`src/rtl/nai_pkg.sv`:
```
`default_nettype none

package nai_pkg;

  // ----------------------------------------------------------------
  // Register indices; the byte address on the bus is four times these
  // ----------------------------------------------------------------
  localparam logic [15:0] IDX_CURRENT_PEAK_VALUE        = 16'hE500;
  localparam logic [15:0] IDX_VOLTAGE_PEAK_VALUE        = 16'hE501;
  localparam logic [15:0] IDX_EVENT_FLAGS_FIRST         = 16'hE502;
  localparam logic [15:0] IDX_EVENT_FLAGS_SECOND        = 16'hE503;
  localparam logic [15:0] IDX_IRQ_ENABLE_FIRST          = 16'hE50A;
  localparam logic [15:0] IDX_IRQ_ENABLE_SECOND         = 16'hE50B;
  localparam logic [15:0] IDX_PHASE_EVENT_STATUS        = 16'hE600;
  localparam logic [15:0] IDX_NOLOAD_PHASE_STATUS       = 16'hE608;
  localparam logic [15:0] IDX_POWER_SIGN_STATUS         = 16'hE617;
  localparam logic [15:0] IDX_APPARENT_NOLOAD_THRESHOLD = 16'hE90A;

  localparam int          ADDR_W    = 20;
  localparam int          DATA_W    = 32;
  localparam int          NUM_REGS  = 10;
  localparam int          THR_W     = 16;
  localparam int          PHASES    = 3;

  // ----------------------------------------------------------------
  // One-hot register selects
  // ----------------------------------------------------------------
  localparam int          SEL_CPEAK = 0;
  localparam int          SEL_VOLTAGE_PEAK_VALUE = 1;
  localparam int          SEL_FLG0  = 2;
  localparam int          SEL_FLG1  = 3;
  localparam int          SEL_ENA0  = 4;
  localparam int          SEL_ENA1  = 5;
  localparam int          SEL_PHEV  = 6;
  localparam int          SEL_NLPH  = 7;
  localparam int          SEL_SIGN  = 8;
  localparam int          SEL_THR   = 9;

  // ----------------------------------------------------------------
  // Field positions
  // ----------------------------------------------------------------
  localparam int          BIT_APPARENT_NOLOAD_FLAG   = 2;
  localparam int          BIT_RESET_DONE_EVENT       = 15;
  localparam int          POS_APPARENT_NOLOAD_PHASE  = 6;
  localparam int          PH_REG_W                   = 16;

  // ----------------------------------------------------------------
  // Reset values
  // ----------------------------------------------------------------
  localparam logic [31:0] RST_FLAGS_FIRST  = 32'h0000_0000;
  localparam logic [31:0] RST_FLAGS_SECOND = 32'h0000_0000;
  localparam logic [31:0] RST_ENABLE       = 32'h0000_0000;
  localparam logic [15:0] RST_THRESHOLD    = 16'h0000;
  localparam logic [31:0] UNMAPPED_READ    = 32'h0000_0000;

endpackage

`default_nettype wire

```
`src/rtl/nai_irq_ctrl.sv`:
```
// The APB interface to the registers was left to the implementer.
`default_nettype none

module nai_irq_ctrl #(
  parameter int PHASES = nai_pkg::PHASES,
  parameter int THR_W  = nai_pkg::THR_W
) (
  input  wire logic                        pclk,
  input  wire logic                        presetn,
  input  wire logic                        psel,
  input  wire logic                        penable,
  input  wire logic                        pwrite,
  input  wire logic [nai_pkg::ADDR_W-1:0]  paddr,
  input  wire logic [nai_pkg::DATA_W-1:0]  pwdata,
  output logic      [nai_pkg::DATA_W-1:0]  prdata,
  output logic                             pready,
  output logic                             pslverr,
  input  wire logic [PHASES-1:0]           energy_lsb,
  input  wire logic                        noload_tick,
  input  wire logic [31:0]                 event_first_set,
  input  wire logic [31:0]                 event_second_set,
  input  wire logic                        sw_reset_done,
  input  wire logic [15:0]                 power_sign_in,
  input  wire logic [15:0]                 phase_event_in,
  input  wire logic [31:0]                 current_peak_in,
  input  wire logic [31:0]                 voltage_peak_in,
  output logic                             irq_first_n,
  output logic                             irq_second_n,
  output logic      [PHASES-1:0]           apparent_accum_en,
  output logic      [PHASES-1:0]           apparent_pulse_en
);

  // ----------------------------------------------------------------
  // Address decode
  // ----------------------------------------------------------------
  function automatic logic [nai_pkg::NUM_REGS-1:0] reg_sel(
    input logic [nai_pkg::ADDR_W-1:0] addr
  );
    logic [15:0]                 idx;
    logic                        aligned;
    logic [nai_pkg::NUM_REGS-1:0] sel;
    idx     = addr[17:2];
    aligned = (addr[1:0] == 2'h0) && (addr[19:18] == 2'h0);
    sel     = '0;
    if (aligned)
    begin
      sel[nai_pkg::SEL_CPEAK] = (idx == nai_pkg::IDX_CURRENT_PEAK_VALUE);
      sel[nai_pkg::SEL_VOLTAGE_PEAK_VALUE] = (idx == nai_pkg::IDX_VOLTAGE_PEAK_VALUE);
      sel[nai_pkg::SEL_FLG0]  = (idx == nai_pkg::IDX_EVENT_FLAGS_FIRST);
      sel[nai_pkg::SEL_FLG1]  = (idx == nai_pkg::IDX_EVENT_FLAGS_SECOND);
      sel[nai_pkg::SEL_ENA0]  = (idx == nai_pkg::IDX_IRQ_ENABLE_FIRST);
      sel[nai_pkg::SEL_ENA1]  = (idx == nai_pkg::IDX_IRQ_ENABLE_SECOND);
      sel[nai_pkg::SEL_PHEV]  = (idx == nai_pkg::IDX_PHASE_EVENT_STATUS);
      sel[nai_pkg::SEL_NLPH]  = (idx == nai_pkg::IDX_NOLOAD_PHASE_STATUS);
      sel[nai_pkg::SEL_SIGN]  = (idx == nai_pkg::IDX_POWER_SIGN_STATUS);
      sel[nai_pkg::SEL_THR]   = (idx == nai_pkg::IDX_APPARENT_NOLOAD_THRESHOLD);
    end
    return sel;
  endfunction

  // ----------------------------------------------------------------
  // Declarations
  // ----------------------------------------------------------------
  logic [nai_pkg::NUM_REGS-1:0] sel;
  logic                         setup_phase;
  logic                         access_done;
  logic                         wr_en;
  logic [31:0]                  flags_first_q;
  logic [31:0]                  flags_first_d;
  logic [31:0]                  flags_second_q;
  logic [31:0]                  flags_second_d;
  logic [31:0]                  enable_first_q;
  logic [31:0]                  enable_second_q;
  logic [31:0]                  enable_second_eff;
  logic [31:0]                  clr_first;
  logic [31:0]                  clr_second;
  logic [31:0]                  set_second;
  logic [THR_W-1:0]             threshold_q;
  logic [PHASES-1:0]            noload_d;
  logic [PHASES-1:0]            noload_q;
  logic                         noload_change;
  logic                         reset_seen_q;
  logic                         reset_done_event;
  logic [15:0]                  noload_status;
  logic [31:0]                  rd_mux;

  assign sel         = reg_sel(paddr);
  assign setup_phase = psel && !penable;
  assign access_done = psel && penable && pready;
  assign wr_en       = access_done && pwrite && !pslverr;

  // ----------------------------------------------------------------
  // Per-phase apparent no-load detectors
  // ----------------------------------------------------------------
  generate
    for (genvar ph = 0; ph < PHASES; ph++)
    begin : g_phase
      nai_noload_det #(
        .THR_W       (THR_W)
      ) u_det (
        .pclk        (pclk),
        .presetn     (presetn),
        .threshold   (threshold_q),
        .energy_lsb  (energy_lsb[ph]),
        .noload_tick (noload_tick),
        .noload_d    (noload_d[ph]),
        .noload_q    (noload_q[ph])
      );
    end
  endgenerate

  // Status bits and flag take the same next value edge, so they agree
  assign noload_change = |(noload_d ^ noload_q);

  always_comb
  begin
    noload_status = '0;
    noload_status[nai_pkg::POS_APPARENT_NOLOAD_PHASE +: PHASES] = noload_q;
  end

  // ----------------------------------------------------------------
  // Stop accumulation and pulses of a phase held in no-load
  // ----------------------------------------------------------------
  always_ff @(posedge pclk or negedge presetn)
  begin
    if (!presetn)
    begin
      apparent_accum_en <= '1;
      apparent_pulse_en <= '1;
    end
    else
    begin
      apparent_accum_en <= ~noload_d;
      apparent_pulse_en <= ~noload_d;
    end
  end

  // ----------------------------------------------------------------
  // Reset-done event, fired once after each hardware reset release and whenever sw_reset_done is high
  // ----------------------------------------------------------------
  always_ff @(posedge pclk or negedge presetn)
  begin
    if (!presetn)
    begin
      reset_seen_q <= 1'b0;
    end
    else
    begin
      reset_seen_q <= 1'b1;
    end
  end

  assign reset_done_event = !reset_seen_q || sw_reset_done;

  // ----------------------------------------------------------------
  // Event flags: set wins over a same-cycle clear
  // ----------------------------------------------------------------
  assign clr_first  = (wr_en && sel[nai_pkg::SEL_FLG0]) ? pwdata : 32'h0000_0000;
  assign clr_second = (wr_en && sel[nai_pkg::SEL_FLG1]) ? pwdata : 32'h0000_0000;

  always_comb
  begin
    set_second = event_second_set;
    set_second[nai_pkg::BIT_APPARENT_NOLOAD_FLAG] =
      event_second_set[nai_pkg::BIT_APPARENT_NOLOAD_FLAG] || noload_change;
    set_second[nai_pkg::BIT_RESET_DONE_EVENT] =
      event_second_set[nai_pkg::BIT_RESET_DONE_EVENT] || reset_done_event;
  end

  // Sets ignore the enables, so software can poll masked events
  assign flags_first_d  = (flags_first_q & ~clr_first) | event_first_set;
  assign flags_second_d = (flags_second_q & ~clr_second) | set_second;

  always_ff @(posedge pclk or negedge presetn)
  begin
    if (!presetn)
    begin
      flags_first_q  <= nai_pkg::RST_FLAGS_FIRST;
      flags_second_q <= nai_pkg::RST_FLAGS_SECOND;
    end
    else
    begin
      flags_first_q  <= flags_first_d;
      flags_second_q <= flags_second_d;
    end
  end

  // ----------------------------------------------------------------
  // Enable masks and threshold
  // ----------------------------------------------------------------
  always_ff @(posedge pclk or negedge presetn)
  begin
    if (!presetn)
    begin
      enable_first_q  <= nai_pkg::RST_ENABLE;
      enable_second_q <= nai_pkg::RST_ENABLE;
    end
    else
    begin
      if (wr_en && sel[nai_pkg::SEL_ENA0])
      begin
        enable_first_q <= pwdata;
      end
      if (wr_en && sel[nai_pkg::SEL_ENA1])
      begin
        enable_second_q <= pwdata;
      end
    end
  end

  always_ff @(posedge pclk or negedge presetn)
  begin
    if (!presetn)
    begin
      threshold_q <= nai_pkg::RST_THRESHOLD;
    end
    else if (wr_en && sel[nai_pkg::SEL_THR])
    begin
      threshold_q <= pwdata[THR_W-1:0];
    end
  end

  // Reset-done is always enabled whatever the stored bit says
  always_comb
  begin
    enable_second_eff = enable_second_q;
    enable_second_eff[nai_pkg::BIT_RESET_DONE_EVENT] = 1'b1;
  end

  // ----------------------------------------------------------------
  // Interrupt lines, active low, level held while any cause remains
  // ----------------------------------------------------------------
  // Driven from next flag state so the line follows the flag edge
  always_ff @(posedge pclk or negedge presetn)
  begin
    if (!presetn)
    begin
      irq_first_n  <= 1'b1;
      irq_second_n <= 1'b1;
    end
    else
    begin
      irq_first_n  <= ~|(flags_first_d & enable_first_q);
      irq_second_n <= ~|(flags_second_d & enable_second_eff);
    end
  end

  // ----------------------------------------------------------------
  // Read mux; phase indicator registers pass the paired fields through
  // ----------------------------------------------------------------
  always_comb
  begin
    rd_mux = nai_pkg::UNMAPPED_READ;
    case (1'b1)
      sel[nai_pkg::SEL_CPEAK]:
      begin
        rd_mux = current_peak_in;
      end
      sel[nai_pkg::SEL_VOLTAGE_PEAK_VALUE]:
      begin
        rd_mux = voltage_peak_in;
      end
      sel[nai_pkg::SEL_FLG0]:
      begin
        rd_mux = flags_first_q;
      end
      sel[nai_pkg::SEL_FLG1]:
      begin
        rd_mux = flags_second_q;
      end
      sel[nai_pkg::SEL_ENA0]:
      begin
        rd_mux = enable_first_q;
      end
      sel[nai_pkg::SEL_ENA1]:
      begin
        rd_mux = enable_second_q;
      end
      sel[nai_pkg::SEL_PHEV]:
      begin
        rd_mux = {16'h0000, phase_event_in};
      end
      sel[nai_pkg::SEL_NLPH]:
      begin
        rd_mux = {16'h0000, noload_status};
      end
      sel[nai_pkg::SEL_SIGN]:
      begin
        rd_mux = {16'h0000, power_sign_in};
      end
      sel[nai_pkg::SEL_THR]:
      begin
        rd_mux = {{(32-THR_W){1'b0}}, threshold_q};
      end
      default:
      begin
        rd_mux = nai_pkg::UNMAPPED_READ;
      end
    endcase
  end

  // ----------------------------------------------------------------
  // APB slave: one wait-free access phase after every setup
  // ----------------------------------------------------------------
  // Read data are sampled at setup, so a flag that rises during the
  // access phase shows on the next read, never lost.
  always_ff @(posedge pclk or negedge presetn)
  begin
    if (!presetn)
    begin
      pready  <= 1'b0;
      pslverr <= 1'b0;
      prdata  <= nai_pkg::UNMAPPED_READ;
    end
    else
    begin
      pready <= setup_phase;
      if (setup_phase)
      begin
        pslverr <= ~|sel;
        prdata  <= pwrite ? nai_pkg::UNMAPPED_READ : rd_mux;
      end
      else if (access_done)
      begin
        pslverr <= 1'b0;
        prdata  <= nai_pkg::UNMAPPED_READ;
      end
    end
  end

endmodule

`default_nettype wire

```
`src/rtl/nai_noload_det.sv`:
```
`default_nettype none

module nai_noload_det #(
  parameter int THR_W = 16
) (
  input  wire logic             pclk,
  input  wire logic             presetn,
  input  wire logic [THR_W-1:0] threshold,
  input  wire logic             energy_lsb,
  input  wire logic             noload_tick,
  output logic                  noload_d,
  output logic                  noload_q
);

  localparam logic [THR_W-1:0] CNT_MAX = {THR_W{1'b1}};

  logic [THR_W-1:0] cnt_q;
  logic [THR_W-1:0] cnt_d;

  // ----------------------------------------------------------------
  // Idle timer: counts ticks from the threshold up to all ones
  // ----------------------------------------------------------------
  always_comb
  begin
    cnt_d    = cnt_q;
    noload_d = noload_q;
    if (threshold == '0)
    begin
      // Zero threshold turns detection off entirely
      cnt_d    = threshold;
      noload_d = 1'b0;
    end
    else if (energy_lsb)
    begin
      // Any energy gain restarts the timer and leaves no-load
      cnt_d    = threshold;
      noload_d = 1'b0;
    end
    else if (noload_tick && !noload_q)
    begin
      if (cnt_q == CNT_MAX)
      begin
        noload_d = 1'b1;
      end
      else
      begin
        cnt_d = cnt_q + 1'b1;
      end
    end
  end

  always_ff @(posedge pclk or negedge presetn)
  begin
    if (!presetn)
    begin
      cnt_q    <= '0;
      noload_q <= 1'b0;
    end
    else
    begin
      cnt_q    <= cnt_d;
      noload_q <= noload_d;
    end
  end

endmodule

`default_nettype wire

```
`config.mk`:
```
export PLATFORM = sky130hd
export DESIGN_NAME = nai_irq_ctrl
export DESIGN_NICKNAME = d
export VERILOG_FILES = /design/src/rtl/nai_pkg.sv /design/src/rtl/nai_irq_ctrl.sv /design/src/rtl/nai_noload_det.sv
export SDC_FILE = /design/constraint.sdc
export NUM_CORES = 1
export LEC_CHECK = 0
export BUFFER_PORTS_ARGS = -buffer_cell sky130_fd_sc_hd__buf_2
export CORE_UTILIZATION = 55
export DETAILED_ROUTE_END_ITERATION = 8
export PLACE_DENSITY = 0.91
export SETUP_SLACK_MARGIN = 0.15
export SYNTH_ARGS = -nofsm -noshare
export SYNTH_HDL_FRONTEND = slang
export SYNTH_SLANG_ARGS = --single-unit
```
`constraint.sdc`:
```
create_clock -name pclk -period 3.3 [get_ports pclk]
set_input_delay 0.33 -clock pclk [delete_from_list [all_inputs] [get_ports pclk]]
set_output_delay 0.33 -clock pclk [all_outputs]
set_load 0.02 [all_outputs]
```
* After elaboration in Yosys (flattened, before gate mapping)
Index checks and enable logic that the tools add are counted.
** Word-level totals
- Word-level logic and storage cells :: 129
- Output and inout bits :: 42
- Register bits :: 235
- Bits of input ports :: 222
** Operators by class
- Add/sub/neg operators :: 3
- Muxes and demuxes :: 42
- Bitwise gates (word level) :: 10
- Reductions and logical operators :: 40
- Equal/unequal tests :: 16
** Operators by type and width (number)
- two-way mux 32 bit :: 11
- two-way mux 16 bit :: 16
- equality test 16 bit, second input constant :: 13
- AND 32 bit :: 4
- inverter 32 bit :: 2
- OR 32 bit :: 2
- OR reduction 32 bit :: 2
- adder 16 x 1 -> 16 bit, second input constant :: 3
- zero test 16 bit :: 1
- logical AND 1 bit :: 14
- two-way mux 1 bit :: 14
- two-way mux 10 bit :: 1
- OR reduction 10 bit :: 1
- zero test 1 bit :: 9
- nonzero test 3 bit :: 3
- inequality test 3 bit, second input constant :: 2
- AND reduction 2 bit :: 3
- zero test 2 bit :: 2
- logical OR 1 bit :: 3
- inequality test 3 x 2 -> 1 bit, second input constant :: 1
- inverter 3 bit :: 1
- OR reduction 3 bit :: 1
- XOR 3 bit :: 1
- nonzero test 2 bit :: 1

* Longest topological paths before layout
- Depth after elaboration :: 15
- Gate-level depth with buffers :: 10
- Gate-level depth less buffers :: 8

* Modules after synthesis
Synthesis repeated with hierarchy kept, for this count alone.
** Second synthesis, totals
- Cells, all modules :: 1431
- Area, all modules :: 13623.1 µm²
** Modules (own cells, without submodules)
- nai_irq_ctrl :: cells each 1065, times used 1, sequential area each 4610.7 µm², area an instance 10293.6 µm²
- nai_noload_det :: cells each 122, times used 3, sequential area each 425.4 µm², area an instance 1109.8 µm²

* Least setup slack after synthesis
OpenSTA, ideal clock, no wires.
- Path kind :: reg-to-reg
- Start :: register pslverr
- End :: register irq_second_n
- Library setup time :: 0.075 ns
- Arrival time :: 2.390 ns
- Data required time :: 3.225 ns
- Stages on the path, launching flop included :: 9
- Period minus slack after synthesis :: 2.465 ns
- Slack :: 0.835 ns
- Buffers on the path :: 1
- Cell sequence :: dfrtp_1 -> and4b_1 -> nand4_1 -> clkbuf_1 -> nor4b_1 -> o22ai_1 -> a221oi_1 -> or4b_1 -> nor3_2
** Between the ends
- Longest elaborated chain between the ends :: 10
** RTL lines
- start, declared :: line nai_irq_ctrl.sv:17 : output logic pslverr,
- start signal, assigned :: line nai_irq_ctrl.sv:320 : pslverr <= ~|sel;
- zero test 1 bit :: line nai_irq_ctrl.sv:90 : assign wr_en = access_done && pwrite && !pslverr;
- logical AND 1 bit :: line nai_irq_ctrl.sv:90
- logical AND 1 bit :: line nai_irq_ctrl.sv:159 : assign clr_second = (wr_en && sel[nai_pkg::SEL_FLG1]) ? pwdata : 32'h0000_0000;
- two-way mux 32 bit :: line nai_irq_ctrl.sv:159
- inverter 32 bit :: line nai_irq_ctrl.sv:172 : assign flags_second_d = (flags_second_q & ~clr_second) | set_second;
- AND 32 bit :: line nai_irq_ctrl.sv:172
- OR 32 bit :: line nai_irq_ctrl.sv:172
- AND 32 bit :: line nai_irq_ctrl.sv:244 : irq_second_n <= ~|(flags_second_d & enable_second_eff);
- OR reduction 32 bit :: line nai_irq_ctrl.sv:244
- zero test 1 bit :: line nai_irq_ctrl.sv:244
- end signal, assigned :: line nai_irq_ctrl.sv:244
- end, declared :: line nai_irq_ctrl.sv:28 : output logic irq_second_n,
No other way between the ends.
A chain may end at the register's enable or synchronous reset.

* Final worst setup path
- Start :: input paddr[1] in the netlist's numbering
- End :: register irq_second_n
** Between the ends
- Longest elaborated chain between the ends :: 11
** RTL lines
- start, declared :: line nai_irq_ctrl.sv:13 : input wire logic [nai_pkg::ADDR_W-1:0] paddr,
- zero test 2 bit :: line nai_irq_ctrl.sv:43 : aligned = (addr[1:0] == 2'h0) && (addr[19:18] == 2'h0);
- logical AND 1 bit :: line nai_irq_ctrl.sv:43
- two-way mux 10 bit :: line nai_irq_ctrl.sv:45 : if (aligned)
- logical AND 1 bit :: line nai_irq_ctrl.sv:159
- two-way mux 32 bit :: line nai_irq_ctrl.sv:159
- inverter 32 bit :: line nai_irq_ctrl.sv:172
- AND 32 bit :: line nai_irq_ctrl.sv:172
- OR 32 bit :: line nai_irq_ctrl.sv:172
- AND 32 bit :: line nai_irq_ctrl.sv:244
- OR reduction 32 bit :: line nai_irq_ctrl.sv:244
- zero test 1 bit :: line nai_irq_ctrl.sv:244
No other way between the ends.

==> impl_metrics.tcl <==
set metrics [dict create \
    outcome "finished, final reports clean" \
    htree_levels 1 \
    globalRouteMet2Util 0.609 \
    drv_cap 0 \
    required_ps 3760 \
    drt_iter0_markers 1809 \
    crit_type "primary input to flip-flop" \
    cts_tree "yes" \
    tns_ps 0 \
    min_period_ps 3020 \
    cts_resized 0 \
    die_h_um 151 \
    layout.nets 1794 \
    tightestPinTransition_ps 889 \
    port_buffers 263 \
    hold_depth 2 \
    setup_viol 0 \
    drc_errors 0 \
    antenna_found_initial 6 \
    p_leak_nw 6.68 \
    max-slew-margin-rel 0.399 \
    post_drt_wl_per_cell_um 23.8 \
    max_stage_delay_ps 830 \
    cts_buffer_depth 3 \
    hpwlAfterDp_um 32000 \
    arrival_ps 3470 \
    die_w_um 151 \
    post-route-period-util 0.914 \
    first_pass_iters 9 \
    final_core_utilization 0.684 \
    yosys_register_bits 235 \
    place_congestion 1.02 \
    synth_cell_type_count 66 \
    synth-main-ff-cell "dfrtp_1" \
    ctsHoldBuffers 8 \
    ant_nets 0 \
    root_buffer "clkbuf_16" \
    crit_path_top_delay_cell "o41ai_1" \
    vias 12400 \
    avgSynthCellArea_um2 9.39 \
    avgViaCountPerCell 6.62 \
    yosys_warnings 0 \
    crit_family "simple AND/OR/NAND/NOR gates" \
    dieArea_um2 22800 \
    syn2layout_area_growth_pct 22.0 \
    fmax_mhz 332 \
    ir_drop_mv 0.367 \
    synth_area_um2 12200 \
    gr-usage-met1 0.518 \
    path_buf_inv 2 \
    grt_pass1_wl_um 67300 \
    cp_common_cell "o41ai_1" \
    crit_cells 9 \
    critPathMaxFanout 18 \
    layout_common_cells "262 x buf_2, 230 x dfrtp_1, 192 x nand2_1, 112 x o21ai_0, 87 x nor2_1" \
    slew_violations 0 \
    clock_latency_ps 540 \
    grt_busiest_layer "met2" \
    synth-edff-count 0 \
    rows 54 \
    rsz0062_at_grt "no" \
    cp-end-kind "flip-flop" \
    r2r-start "threshold_q[4]" \
    min_from "event_first_set[19]" \
    hp-class "primary input to flip-flop" \
    overflow 0 \
    synth_top_area_frac 0.472 \
    synth_area_leaders "dfrtp_1 47%, nand2_1 5.9%, o21ai_0 4.6%, mux2_2 3.4%, nor2_1 2.7%" \
    crit_chain "buf_2 > nor4_4 > nand4_4 > buf_4 > o41ai_1 > nand2_1 > o41ai_1 > nand4_1 > nor3_2" \
    use_met3 0.0991 \
    clock-sinks 235 \
    grt_max_degree 111 \
    synth_top_area_cell "dfrtp_1" \
    grt_usage 0.395 \
    clk_pin_slew_worst_paths_ps 60 \
    critPathLaunchType "primary input" \
    ys_seq_area_frac 0.482 \
    power-per-cell-area_nw_per_um2 404 \
    finalWirelength_um 44500 \
    async_reset_ff_frac 1.00 \
    final_common_cell "buf_2" \
    synthCells 1299 \
    core_area_um2 21800 \
    start_util 0.561 \
    cts_inserted_buffers 25 \
    critPathLaunch "paddr[1]" \
    clock_skew_ps 22.1 \
    drive_gt1_frac 0.265 \
    synth_nets 1524 \
    io_pins 264 \
    hold_violations 0 \
    grt_pass1_vias 11800 \
    r2r_cells 7 \
    postCtsSetupBuffers 0 \
]
-- where the power goes --
group	internal (mW)	leakage [nW]	switching [mW]	total, mW
clock	1.59	0.387	1.17	2.76
combinational	0.134	3.37	0.244	0.378
sequential	2.88	2.93	0.00279	2.89
total	4.60	6.68	1.42	6.02
-- metal layers --
metal  vias up  wire length [µm]
li1       5311                 -
met1      5879             15800
met2      1054             20200
met3       161              6450
met4         2              2140
met5         -                10
-- cells in the mapped netlist (all sizes together), types with 5 or more instances --
| cell type | number |
|---|---|
| o22ai | 5 |
| xor2 | 24 |
| nor3 | 14 |
| a22o | 19 |
| nand4 | 21 |
| buf | 15 |
| or2 | 12 |
| dfstp | 5 |
| nor4 | 26 |
| clkbuf | 57 |
| a31oi | 25 |
| a21o | 39 |
| or4 | 5 |
| a221oi | 30 |
| xnor2 | 21 |
| nor2b | 7 |
| a222oi | 32 |
| nand3 | 24 |
| inv | 58 |
| o21ai | 116 |
| a22oi | 31 |
| o221ai | 6 |
| mux2 | 37 |
| nand2b | 17 |
| dfrtp | 230 |
| or3 | 7 |
| o31a | 8 |
| nor2 | 89 |
| a21oi | 56 |
| nand2 | 192 |
| nor4b | 13 |
| o31ai | 10 |
-- stage by stage --
stage                     hold WS (ps)  setup slack, ps  instances  area (µm²)  power, mW
after floorplan                   34.4              835       1299       12200       3.00
after global placement             447             51.2       1814       14000       3.29
after detailed placement           447             50.2       1814       14000       3.30
after CTS                        0.142              460       1866       14900       6.02
after global routing              10.5              204       1869       14900       6.17
final                             9.84              285       1874       14900       6.02
-- state kept, by name, summed over array words and instances, names as in the netlist --
signal / count
g_phase.u_det.noload_q: 3
reset_seen_q: 1
enable_first_q: 32
apparent_pulse_en: 3
pready: 1
prdata: 32
irq_second_n: 1
g_phase.u_det.cnt_q: 48
flags_first_q: 32
enable_second_q: 32
flags_second_q: 32
irq_first_n: 1
threshold_q: 16
pslverr: 1
-- final timing paths --
kind	slack [ps]	endpoint
min in group asynchronous	440	g_phase[0].u_det.cnt_q[11]
max in group asynchronous	1880	irq_first_n
setup / recovery	280	irq_second_n
hold / removal	10	flags_first_q[19]
hold reg to reg	480	prdata[11]
setup reg to reg	400	irq_second_n
-- area by class of cell --
type	count	area, µm²
fill	1633	6870
sequential	235	5890
multi-input combinational	934	5850
timing repair buffer	315	1770
clock buffer	37	721
tap	280	350
inverter	58	218
clock inverter	7	70.1
antenna	8	20.0
-- cell families (layout without fill, tap and decap cells) --
logic type,Yosys count,count (layout),synth area share
and+or+nand+nor,447,447,0.181
other,1,9,0.000307
muxes,40,40,0.0366
AOI/OAI and AO/OA,398,398,0.222
xor gates and xnor gates,45,45,0.0323
adders and majority gates,3,3,0.00308
buffers and inverters,130,417,0.0422
DFF,235,235,0.482
Power figures use the tool's default switching activity.
